`config.mk`:
```
export PLATFORM = sky130hd
export DESIGN_NAME = abx_exec
export DESIGN_NICKNAME = d
export VERILOG_FILES = /design/src/inc/abx_pkg.sv /design/src/inc/abx_alu_if.sv /design/src/logic/abx_alu.sv /design/src/logic/abx_exec.sv
export SDC_FILE = /design/constraint.sdc
export NUM_CORES = 1
export LEC_CHECK = 0
export BUFFER_PORTS_ARGS = -buffer_cell sky130_fd_sc_hd__buf_4
export CAP_MARGIN = 30
export CORE_MARGIN = 3
export CORE_UTILIZATION = 43
export CTS_CLUSTER_DIAMETER = 120
export DETAILED_ROUTE_END_ITERATION = 10
export MAX_ROUTING_LAYER = met4
export PLACE_DENSITY = 0.83
export SLEW_MARGIN = 20
export SYNTH_ARGS = -nofsm -noshare
export SYNTH_HDL_FRONTEND = slang
export SYNTH_SLANG_ARGS = --single-unit
```
`constraint.sdc`:
```
create_clock -name clk -period 9.8 [get_ports clk]
set_input_delay 1.47 -clock clk [delete_from_list [all_inputs] [get_ports clk]]
set_output_delay 1.47 -clock clk [all_outputs]
set_load 0.02 [all_outputs]
```
`src/inc/abx_pkg.sv`:
```
// Purpose: Shared constants and types for the add/AND/bit-op execute block
// Assumes: 8-bit data, 7-bit file addresses, APB register access
// Notes: Offsets are byte addresses of 32-bit words
package abx_pkg;
  localparam int DATA_W = 8;
  localparam int ADDR_W = 7;
  localparam int BIT_W = 3;
  localparam int FILE_DEPTH = 128;
  // APB register offsets
  localparam logic [7:0] OFF_ACC = 8'h00;
  localparam logic [7:0] OFF_STATUS = 8'h04;
  localparam logic [7:0] OFF_CONTROL = 8'h08;
  localparam logic [7:0] OFF_COUNT = 8'h0C;
  // Status field positions
  localparam int POS_CARRY = 0;
  localparam int POS_HALF = 1;
  localparam int POS_ZERO = 2;
  localparam int POS_SKIP = 3;
  // Control field positions
  localparam int POS_ENABLE = 0;
  localparam int POS_CLR_CNT = 1;
  // Reset values and unmapped read value
  localparam logic [7:0] RST_ACC = 8'h00;
  localparam logic [2:0] RST_FLAGS = 3'h0;
  localparam logic [1:0] RST_CONTROL = 2'h1;
  localparam logic [15:0] RST_COUNT = 16'h0000;
  localparam logic [31:0] UNMAPPED_VAL = 32'h00000000;

  typedef enum logic [3:0] {
    ABX_OP_NONE = 4'h0,
    ABX_OP_ADD_IMM = 4'h1,
    ABX_OP_ADD_FILE = 4'h2,
    ABX_OP_AND_IMM = 4'h3,
    ABX_OP_AND_FILE = 4'h4,
    ABX_OP_BIT_CLR = 4'h5,
    ABX_OP_BIT_SET = 4'h6,
    ABX_OP_TEST_ZERO = 4'h7,
    ABX_OP_TEST_ONE = 4'h8
  } abx_op_t;

  typedef enum logic [0:0] {
    ABX_ST_RUN = 1'b0,
    ABX_ST_NOP = 1'b1
  } abx_state_t;
endpackage

```
`src/inc/abx_alu_if.sv`:
```
// Purpose: Carrier between the execute sequencer and its arithmetic unit
// Assumes: Single clock, purely combinational unit
// Notes: None
`timescale 1ns/1ps
`default_nettype none
interface abx_alu_if;
  abx_pkg::abx_op_t op;
  logic [abx_pkg::DATA_W-1:0] acc;
  logic [abx_pkg::DATA_W-1:0] opnd;
  logic [abx_pkg::BIT_W-1:0] bit_sel;
  logic [abx_pkg::DATA_W-1:0] result;
  logic carry;
  logic half_carry;
  logic zero;
  logic bit_val;
  modport seq (output op, output acc, output opnd, output bit_sel,
               input result, input carry, input half_carry, input zero, input bit_val);
  modport alu (input op, input acc, input opnd, input bit_sel,
               output result, output carry, output half_carry, output zero, output bit_val);
endinterface
`default_nettype wire

```
`src/logic/abx_alu.sv`:
```
// Purpose: Combinational add, AND and bit manipulation for the execute block
// Assumes: Operands valid in the same cycle
// Notes: Zero is computed for every op, carry and half carry for adds only; the sequencer decides which to keep
`timescale 1ns/1ps
`default_nettype none
module abx_alu
(
  abx_alu_if.alu alu
);
  function automatic logic [4:0] abx_nib_add(input logic [3:0] a, input logic [3:0] b,
                                             input logic ci);
    abx_nib_add = {1'b0, a} + {1'b0, b} + {4'h0, ci};
  endfunction

  logic [4:0] lo_sum;
  logic [4:0] hi_sum;
  logic [7:0] mask;

  always_comb
  begin
    lo_sum = abx_nib_add(alu.acc[3:0], alu.opnd[3:0], 1'b0);
    hi_sum = abx_nib_add(alu.acc[7:4], alu.opnd[7:4], lo_sum[4]);
    mask = 8'h01 << alu.bit_sel;
    alu.bit_val = |(alu.opnd & mask);
    alu.carry = 1'b0;
    alu.half_carry = 1'b0;
    unique case (alu.op)
      abx_pkg::ABX_OP_ADD_IMM, abx_pkg::ABX_OP_ADD_FILE:
      begin
        alu.result = {hi_sum[3:0], lo_sum[3:0]};
        alu.carry = hi_sum[4];
        alu.half_carry = lo_sum[4];
      end
      abx_pkg::ABX_OP_AND_IMM, abx_pkg::ABX_OP_AND_FILE:
        alu.result = alu.acc & alu.opnd;
      abx_pkg::ABX_OP_BIT_CLR:
        alu.result = alu.opnd & ~mask;
      abx_pkg::ABX_OP_BIT_SET:
        alu.result = alu.opnd | mask;
      default:
        alu.result = alu.opnd;
    endcase
    alu.zero = (alu.result == 8'h00);
  end
endmodule
`default_nettype wire

```
`src/logic/abx_exec.sv`:
```
// Purpose: Execute stage for add, AND, bit set/clear and bit-test-skip ops
// Assumes: Decoder presents one op per cycle with a valid strobe; file
//          register read data is combinational from file_addr
// Notes: Accumulator and flags also visible and writable over APB
//
// Added by the designer: the APB slave port and the register addresses.
`timescale 1ns/1ps
`default_nettype none
module abx_exec
(
  input wire logic clk,
  input wire logic reset,
  // Decoded instruction
  input wire logic op_valid,
  input wire logic [3:0] op_code,
  input wire logic [7:0] op_imm,
  input wire logic [6:0] op_file_addr,
  input wire logic [2:0] op_bit,
  input wire logic op_dest,
  output logic op_ready,
  output logic skip_next,
  // File register memory
  output logic [6:0] file_addr,
  input wire logic [7:0] file_rdata,
  output logic file_we,
  output logic [7:0] file_wdata,
  // Results
  output logic [7:0] acc_out,
  output logic carry_flag,
  output logic half_carry_flag,
  output logic zero_flag,
  // APB slave
  input wire logic psel,
  input wire logic penable,
  input wire logic pwrite,
  input wire logic [7:0] paddr,
  input wire logic [31:0] pwdata,
  output logic [31:0] prdata,
  output logic pready,
  output logic pslverr
);
  abx_alu_if alu_bus ();

  abx_alu u_alu
  (
    .alu(alu_bus)
  );

  abx_pkg::abx_state_t state_q, state_d;
  abx_pkg::abx_op_t op;
  logic [7:0] acc_q, acc_d;
  logic carry_q, carry_d;
  logic half_q, half_d;
  logic zero_q, zero_d;
  logic [1:0] ctrl_q, ctrl_d;
  logic [15:0] count_q, count_d;
  logic [31:0] prdata_q, prdata_d;
  logic [7:0] wdata_q, wdata_d;
  logic we_q, we_d;
  logic skip_q, skip_d;
  logic apb_wr, apb_rd;
  logic run, take;

  function automatic logic abx_is_file_op(input abx_pkg::abx_op_t o);
    abx_is_file_op = (o == abx_pkg::ABX_OP_ADD_FILE) || (o == abx_pkg::ABX_OP_AND_FILE);
  endfunction

  function automatic logic abx_hit(input logic [7:0] a, input logic [7:0] off);
    abx_hit = (a == off);
  endfunction

  assign op = abx_pkg::abx_op_t'(op_code);
  assign run = ctrl_q[abx_pkg::POS_ENABLE];
  assign apb_wr = psel && penable && pwrite;
  assign apb_rd = psel && !penable && !pwrite;
  // Decoder may present next op whenever the enable bit is set and no no-op slot is in progress
  assign op_ready = run && (state_q == abx_pkg::ABX_ST_RUN);
  assign take = op_valid && op_ready;
  assign file_addr = op_file_addr;
  assign file_we = we_q;
  assign file_wdata = wdata_q;
  assign acc_out = acc_q;
  assign carry_flag = carry_q;
  assign half_carry_flag = half_q;
  assign zero_flag = zero_q;
  assign skip_next = skip_q;
  assign prdata = prdata_q;
  assign pready = 1'b1;
  assign pslverr = 1'b0;

  assign alu_bus.op = op;
  assign alu_bus.acc = acc_q;
  assign alu_bus.opnd = (op == abx_pkg::ABX_OP_ADD_IMM || op == abx_pkg::ABX_OP_AND_IMM)
                        ? op_imm : file_rdata;
  assign alu_bus.bit_sel = op_bit;

  always_comb
  begin
    state_d = state_q;
    acc_d = acc_q;
    carry_d = carry_q;
    half_d = half_q;
    zero_d = zero_q;
    ctrl_d = ctrl_q;
    count_d = count_q;
    we_d = 1'b0;
    wdata_d = wdata_q;
    skip_d = 1'b0;
    // No-op slot replaces the discarded following instruction
    if (state_q == abx_pkg::ABX_ST_NOP)
    begin
      state_d = abx_pkg::ABX_ST_RUN;
    end
    else if (take)
    begin
      count_d = count_q + 16'h0001;
      unique case (op)
        abx_pkg::ABX_OP_ADD_IMM, abx_pkg::ABX_OP_ADD_FILE:
        begin
          carry_d = alu_bus.carry;
          half_d = alu_bus.half_carry;
          zero_d = alu_bus.zero;
        end
        abx_pkg::ABX_OP_AND_IMM, abx_pkg::ABX_OP_AND_FILE:
          zero_d = alu_bus.zero;
        abx_pkg::ABX_OP_TEST_ZERO:
          if (!alu_bus.bit_val)
          begin
            state_d = abx_pkg::ABX_ST_NOP;
            skip_d = 1'b1;
          end
        abx_pkg::ABX_OP_TEST_ONE:
          if (alu_bus.bit_val)
          begin
            state_d = abx_pkg::ABX_ST_NOP;
            skip_d = 1'b1;
          end
        default:
        begin
        end
      endcase
      if (op == abx_pkg::ABX_OP_ADD_IMM || op == abx_pkg::ABX_OP_AND_IMM)
        acc_d = alu_bus.result;
      else if (abx_is_file_op(op) && !op_dest)
        acc_d = alu_bus.result;
      if ((abx_is_file_op(op) && op_dest) || op == abx_pkg::ABX_OP_BIT_CLR
          || op == abx_pkg::ABX_OP_BIT_SET)
      begin
        we_d = 1'b1;
        wdata_d = alu_bus.result;
      end
    end
    // Software writes; an executing op in the same cycle wins
    if (apb_wr)
    begin
      if (abx_hit(paddr, abx_pkg::OFF_ACC) && !take)
        acc_d = pwdata[7:0];
      if (abx_hit(paddr, abx_pkg::OFF_STATUS) && !take)
      begin
        carry_d = pwdata[abx_pkg::POS_CARRY];
        half_d = pwdata[abx_pkg::POS_HALF];
        zero_d = pwdata[abx_pkg::POS_ZERO];
      end
      if (abx_hit(paddr, abx_pkg::OFF_CONTROL))
        ctrl_d = {1'b0, pwdata[abx_pkg::POS_ENABLE]};
      if (abx_hit(paddr, abx_pkg::OFF_CONTROL) && pwdata[abx_pkg::POS_CLR_CNT] && !take)
        count_d = abx_pkg::RST_COUNT;
    end
  end

  always_comb
  begin
    prdata_d = prdata_q;
    if (apb_rd)
    begin
      if (abx_hit(paddr, abx_pkg::OFF_ACC))
        prdata_d = {24'h000000, acc_q};
      else if (abx_hit(paddr, abx_pkg::OFF_STATUS))
        prdata_d = {28'h0000000, state_q == abx_pkg::ABX_ST_NOP, zero_q, half_q, carry_q};
      else if (abx_hit(paddr, abx_pkg::OFF_CONTROL))
        prdata_d = {30'h0, ctrl_q};
      else if (abx_hit(paddr, abx_pkg::OFF_COUNT))
        prdata_d = {16'h0000, count_q};
      else
        prdata_d = abx_pkg::UNMAPPED_VAL;
    end
  end

  always_ff @(posedge clk)
  begin
    if (reset)
    begin
      state_q <= abx_pkg::ABX_ST_RUN;
      acc_q <= abx_pkg::RST_ACC;
      {zero_q, half_q, carry_q} <= abx_pkg::RST_FLAGS;
      ctrl_q <= abx_pkg::RST_CONTROL;
      count_q <= abx_pkg::RST_COUNT;
      we_q <= 1'b0;
      wdata_q <= 8'h00;
      skip_q <= 1'b0;
      prdata_q <= 32'h00000000;
    end
    else
    begin
      state_q <= state_d;
      acc_q <= acc_d;
      carry_q <= carry_d;
      half_q <= half_d;
      zero_q <= zero_d;
      ctrl_q <= ctrl_d;
      count_q <= count_d;
      we_q <= we_d;
      wdata_q <= wdata_d;
      skip_q <= skip_d;
      prdata_q <= prdata_d;
    end
  end
endmodule
`default_nettype wire
```
==> impl_results.md <==
* Netlist Area Pre-Place at 3580 sq um
* Worst path bufs/invs at 3
* Vias per cell at around 5.7
* Post-CTS Setup Inserts at 0
* Antenna violations before repair at 0
* Crit-path max cell delay at between 0.7 and 0.8 ns
* Leakage at between 1.5 and 2 nW
* RSZ-0062 raised after global routing: no
* Row cnt at 32
* Non-Filler Instances at 582
* Peak VDD IR at around 54 uV
* Remaining DRCs at 0
* Yosys top cell area share at 0.302
* Number of max-slew violations in the final report at 0
* Fin util at 0.530
* Main flop type after synthesis: dfxtp_1
* Number of enable flip-flop cells after synthesis at 0
* Dpl ws at ~4.2 ns
* Fmax at around 0.19 GHz
* RR Endpoint: zero_flag$_SDFF_PP0_
* Setup TNS at 0 ns
* Internal power at roughly 320 uW
* Synthesis warning total at 0
* Power density cells at 111 nW/um^2
* DR WL/cell at around 16 um
* Worst-Skew Late Latency at 0.32 ns
* Total track usage at 0.191
* Initial Utilization at 0.453
* Synth unique cells at 67
* Crit Path Class: primary input to flip-flop
* Via Count at between 3000 and 4000
* Max Cap Viol at 0
* Most common library cells after synthesis: nor2_1, dfxtp_1, buf_4
* Max clock buf depth at 2
* Routed wire length at 9.31 mm
* Relative slew slack at 0.439
* Top-count cell post-synth: nor2_1
* CTS tree: yes
* Synthesized area per cell at approximately 8.5 sq um
* Area of the die at around 9400 sq um
* Setup violations, final at 0
* Reg power frac at 0.493
* Worst hold path class: flip-flop to flip-flop
* Crit-path most repeated cell: fa_1
* Switching share of power at 0.310
* Clock slew at reported path FFs at ~0.11 ns
* Worst-path maximum fanout at 15
* Dpl hpwl at around 7.3 mm
* Worst-Margin Slew at 0.839 ns
* Nets at 567
* Ys async rst share at 0
* Critical Path Source: op_code[2]
* CP cell instances: buf_4, nor3b_2, mux2_4, ha_1, inv_1, fa_1, nor2b_1, o21ai_0, nand2b_1, fa_1, inv_1, fa_1, o22ai_1, nor3_1, nand3_1, o31ai_1
* TritonCTS buffer count at 5
* RePlAce Congestion at about 0.85
* Root Driver: clkbuf_8
* Largest net degree at the start of global routing at 38
* Worst Hold Path EP: prdata[6]$_SDFFE_PP0P_
* Crit end category: flip-flop
* Antenna-violating nets left at 0
* Synth area leaders: dfxtp_1, nor2_1, buf_4, mux2i_1, a21oi_1
* Worst EP required at ~10 ns
* R2r worst-path depth at 13
* Net Switching at approximately 140 uW
* Yosys reg bits at 54
* Total congestion overflow at 0
* First-pass DRT Iterations at 6
* Synthesized instance count at 420
* CP startpoint kind: primary input
* First-pass GRT wire length at roughly 15 mm
* Status: finished, final reports clean
* CP arrival at 5.54 ns
* I/O pins at 140
* Hold Vio Cnt, Final at 0
* Critical path's top delay family: simple AND/OR/NAND/NOR gates
* Clock sinks at 54
* Port buffer count at 83
* Vias in the first global route at roughly 2900
* Hold Path Stages at 2
* PostCTS Resize Cnt at 0
* Logic pwr share at 0.223
* Final WS setup at around 4.5 ns
* Hold_buf cts at 0
* Share of layout cells above drive strength 1 at 0.242
* Core Region at roughly 7900 sq um
* Hold path start: prdata[6]$_SDFFE_PP0P_
* Slowest-stage cell, CP: nor3b_2
* Register area share after synthesis at 0.302
* Reg-to-Reg Start: acc_out[0]$_SDFF_PP0_
* Area grow syn2layout at 16.9%
* DP Area at roughly 4100 sq um
* Final period util at 0.540
* First DRT Iteration DRCs at 207
* Antenna cells at 0
* Placed instance count at between 500 and 600
* CTS H-tree lvls at 2
* Die Height at between 90 and 100 um
* Clk_skew at 0.0108 ns
* Post-route cell area at approximately 4200 sq um
* Largest area contributor in the netlist: dfxtp_1
* Post-route minimum period at approximately 5.3 ns
* Clk network pwr share at 0.284
* Worst R2R Setup Slack at between 6 and 7 ns
* DIE WIDTH at between 90 and 100 um
-- cell families after synthesis --
logic type / Yosys count / share of synthesized area
simple gates: 157 / 0.245
buf+inv: 65 / 0.105
compound gates: 93 / 0.193
mux: 20 / 0.0637
xor+xnor: 18 / 0.0441
other cells: 2 / 0.00210
fa+ha+maj: 11 / 0.0448
flops: 54 / 0.302
-- state kept, by name, indices dropped and copies added, names as in the netlist --
signal and cells:
count_q 16, prdata 16, acc_out 8, file_wdata 8, carry_flag 1, ctrl_q 1
file_we 1, half_carry_flag 1, skip_next 1, zero_flag 1
-- power by group through the flow --
stage          combinational (mW)  clock, mW  sequential (mW)
6_report                    0.104      0.132            0.229
4_1_cts                     0.103      0.134            0.229
3_5_place_dp                0.102          0            0.234
3_3_place_gp               0.0995          0            0.234
2_1_floorplan              0.0742          0            0.237
5_1_grt                     0.113      0.142            0.230
-- worst max path at each step --
stage	to	slack (ns)	cells after the start
after floorplan	acc_out[6]$_SDFF_PP0_	5.44	16
after global placement	acc_out[6]$_SDFF_PP0_	4.32	16
after detailed placement	acc_out[6]$_SDFF_PP0_	4.23	16
after CTS	acc_out[6]$_SDFF_PP0_	4.58	16
after global routing	zero_flag$_SDFF_PP0_	4.29	16
final	zero_flag$_SDFF_PP0_	4.51	16
-- placed cells by master (no fill, tap or decap), types with 3 or more instances in the layout --
master     instances
buf_4             84
nor2_1            62
dfxtp_1           54
nand2_1           21
a21oi_1           21
conb_1            18
inv_1             17
a22oi_1           14
mux2i_1           13
xnor2_1           12
o21ai_0           11
nor3_1            11
a211oi_1          10
nand3_1            8
ha_1               8
or3_1              7
nand3b_1           6
xor2_1             6
nor2b_1            5
o22ai_1            5
clkbuf_8           5
nand2b_1           4
mux2_2             4
a21o_1             4
a31o_1             4
a211o_1            4
nand4_1            4
nor4_1             3
and2_1             3
a22o_1             3
a2111oi_1          3
fa_1               3
-- routing by layer --
| layer | track usage | routed length, um |
|---|---|---|
| met1 | 0.268 | 4140 |
| met2 | 0.293 | 4370 |
| met3 | 0.0230 | 689 |
| met4 | 0.0486 | 109 |
| met5 | - | 0 |
-- cell type report --
type / instances / area, sq um
Timing Repair Buffer: 84 / 631
Clock buffer: 5 / 68.8
Clock inverter: 3 / 28.8
Multi-Input combinational cell: 317 / 2180
Tap cell: 102 / 128
Sequential cell: 54 / 1080
Inverter: 17 / 63.8
Fill cell: 736 / 3710
-- worst min-delay path, delay by kind of cell (launching register included) --
| kind | cells | cell delay, ns |
|---|---|---|
| DFF | 1 | 0.32 |
| and+or+nand+nor | 1 | 0.05 |
| AOI/OAI and AO/OA | 1 | 0.05 |
-- per-stage QoR --
step,hold slack (ns),power [mW]
global placement,0.441,0.334
finish,0.469,0.465
CTS,0.469,0.467
global route,0.510,0.485
floorplan,0.458,0.312
detailed placement,0.455,0.337
No activity file was read; power rests on OpenSTA's default activity.
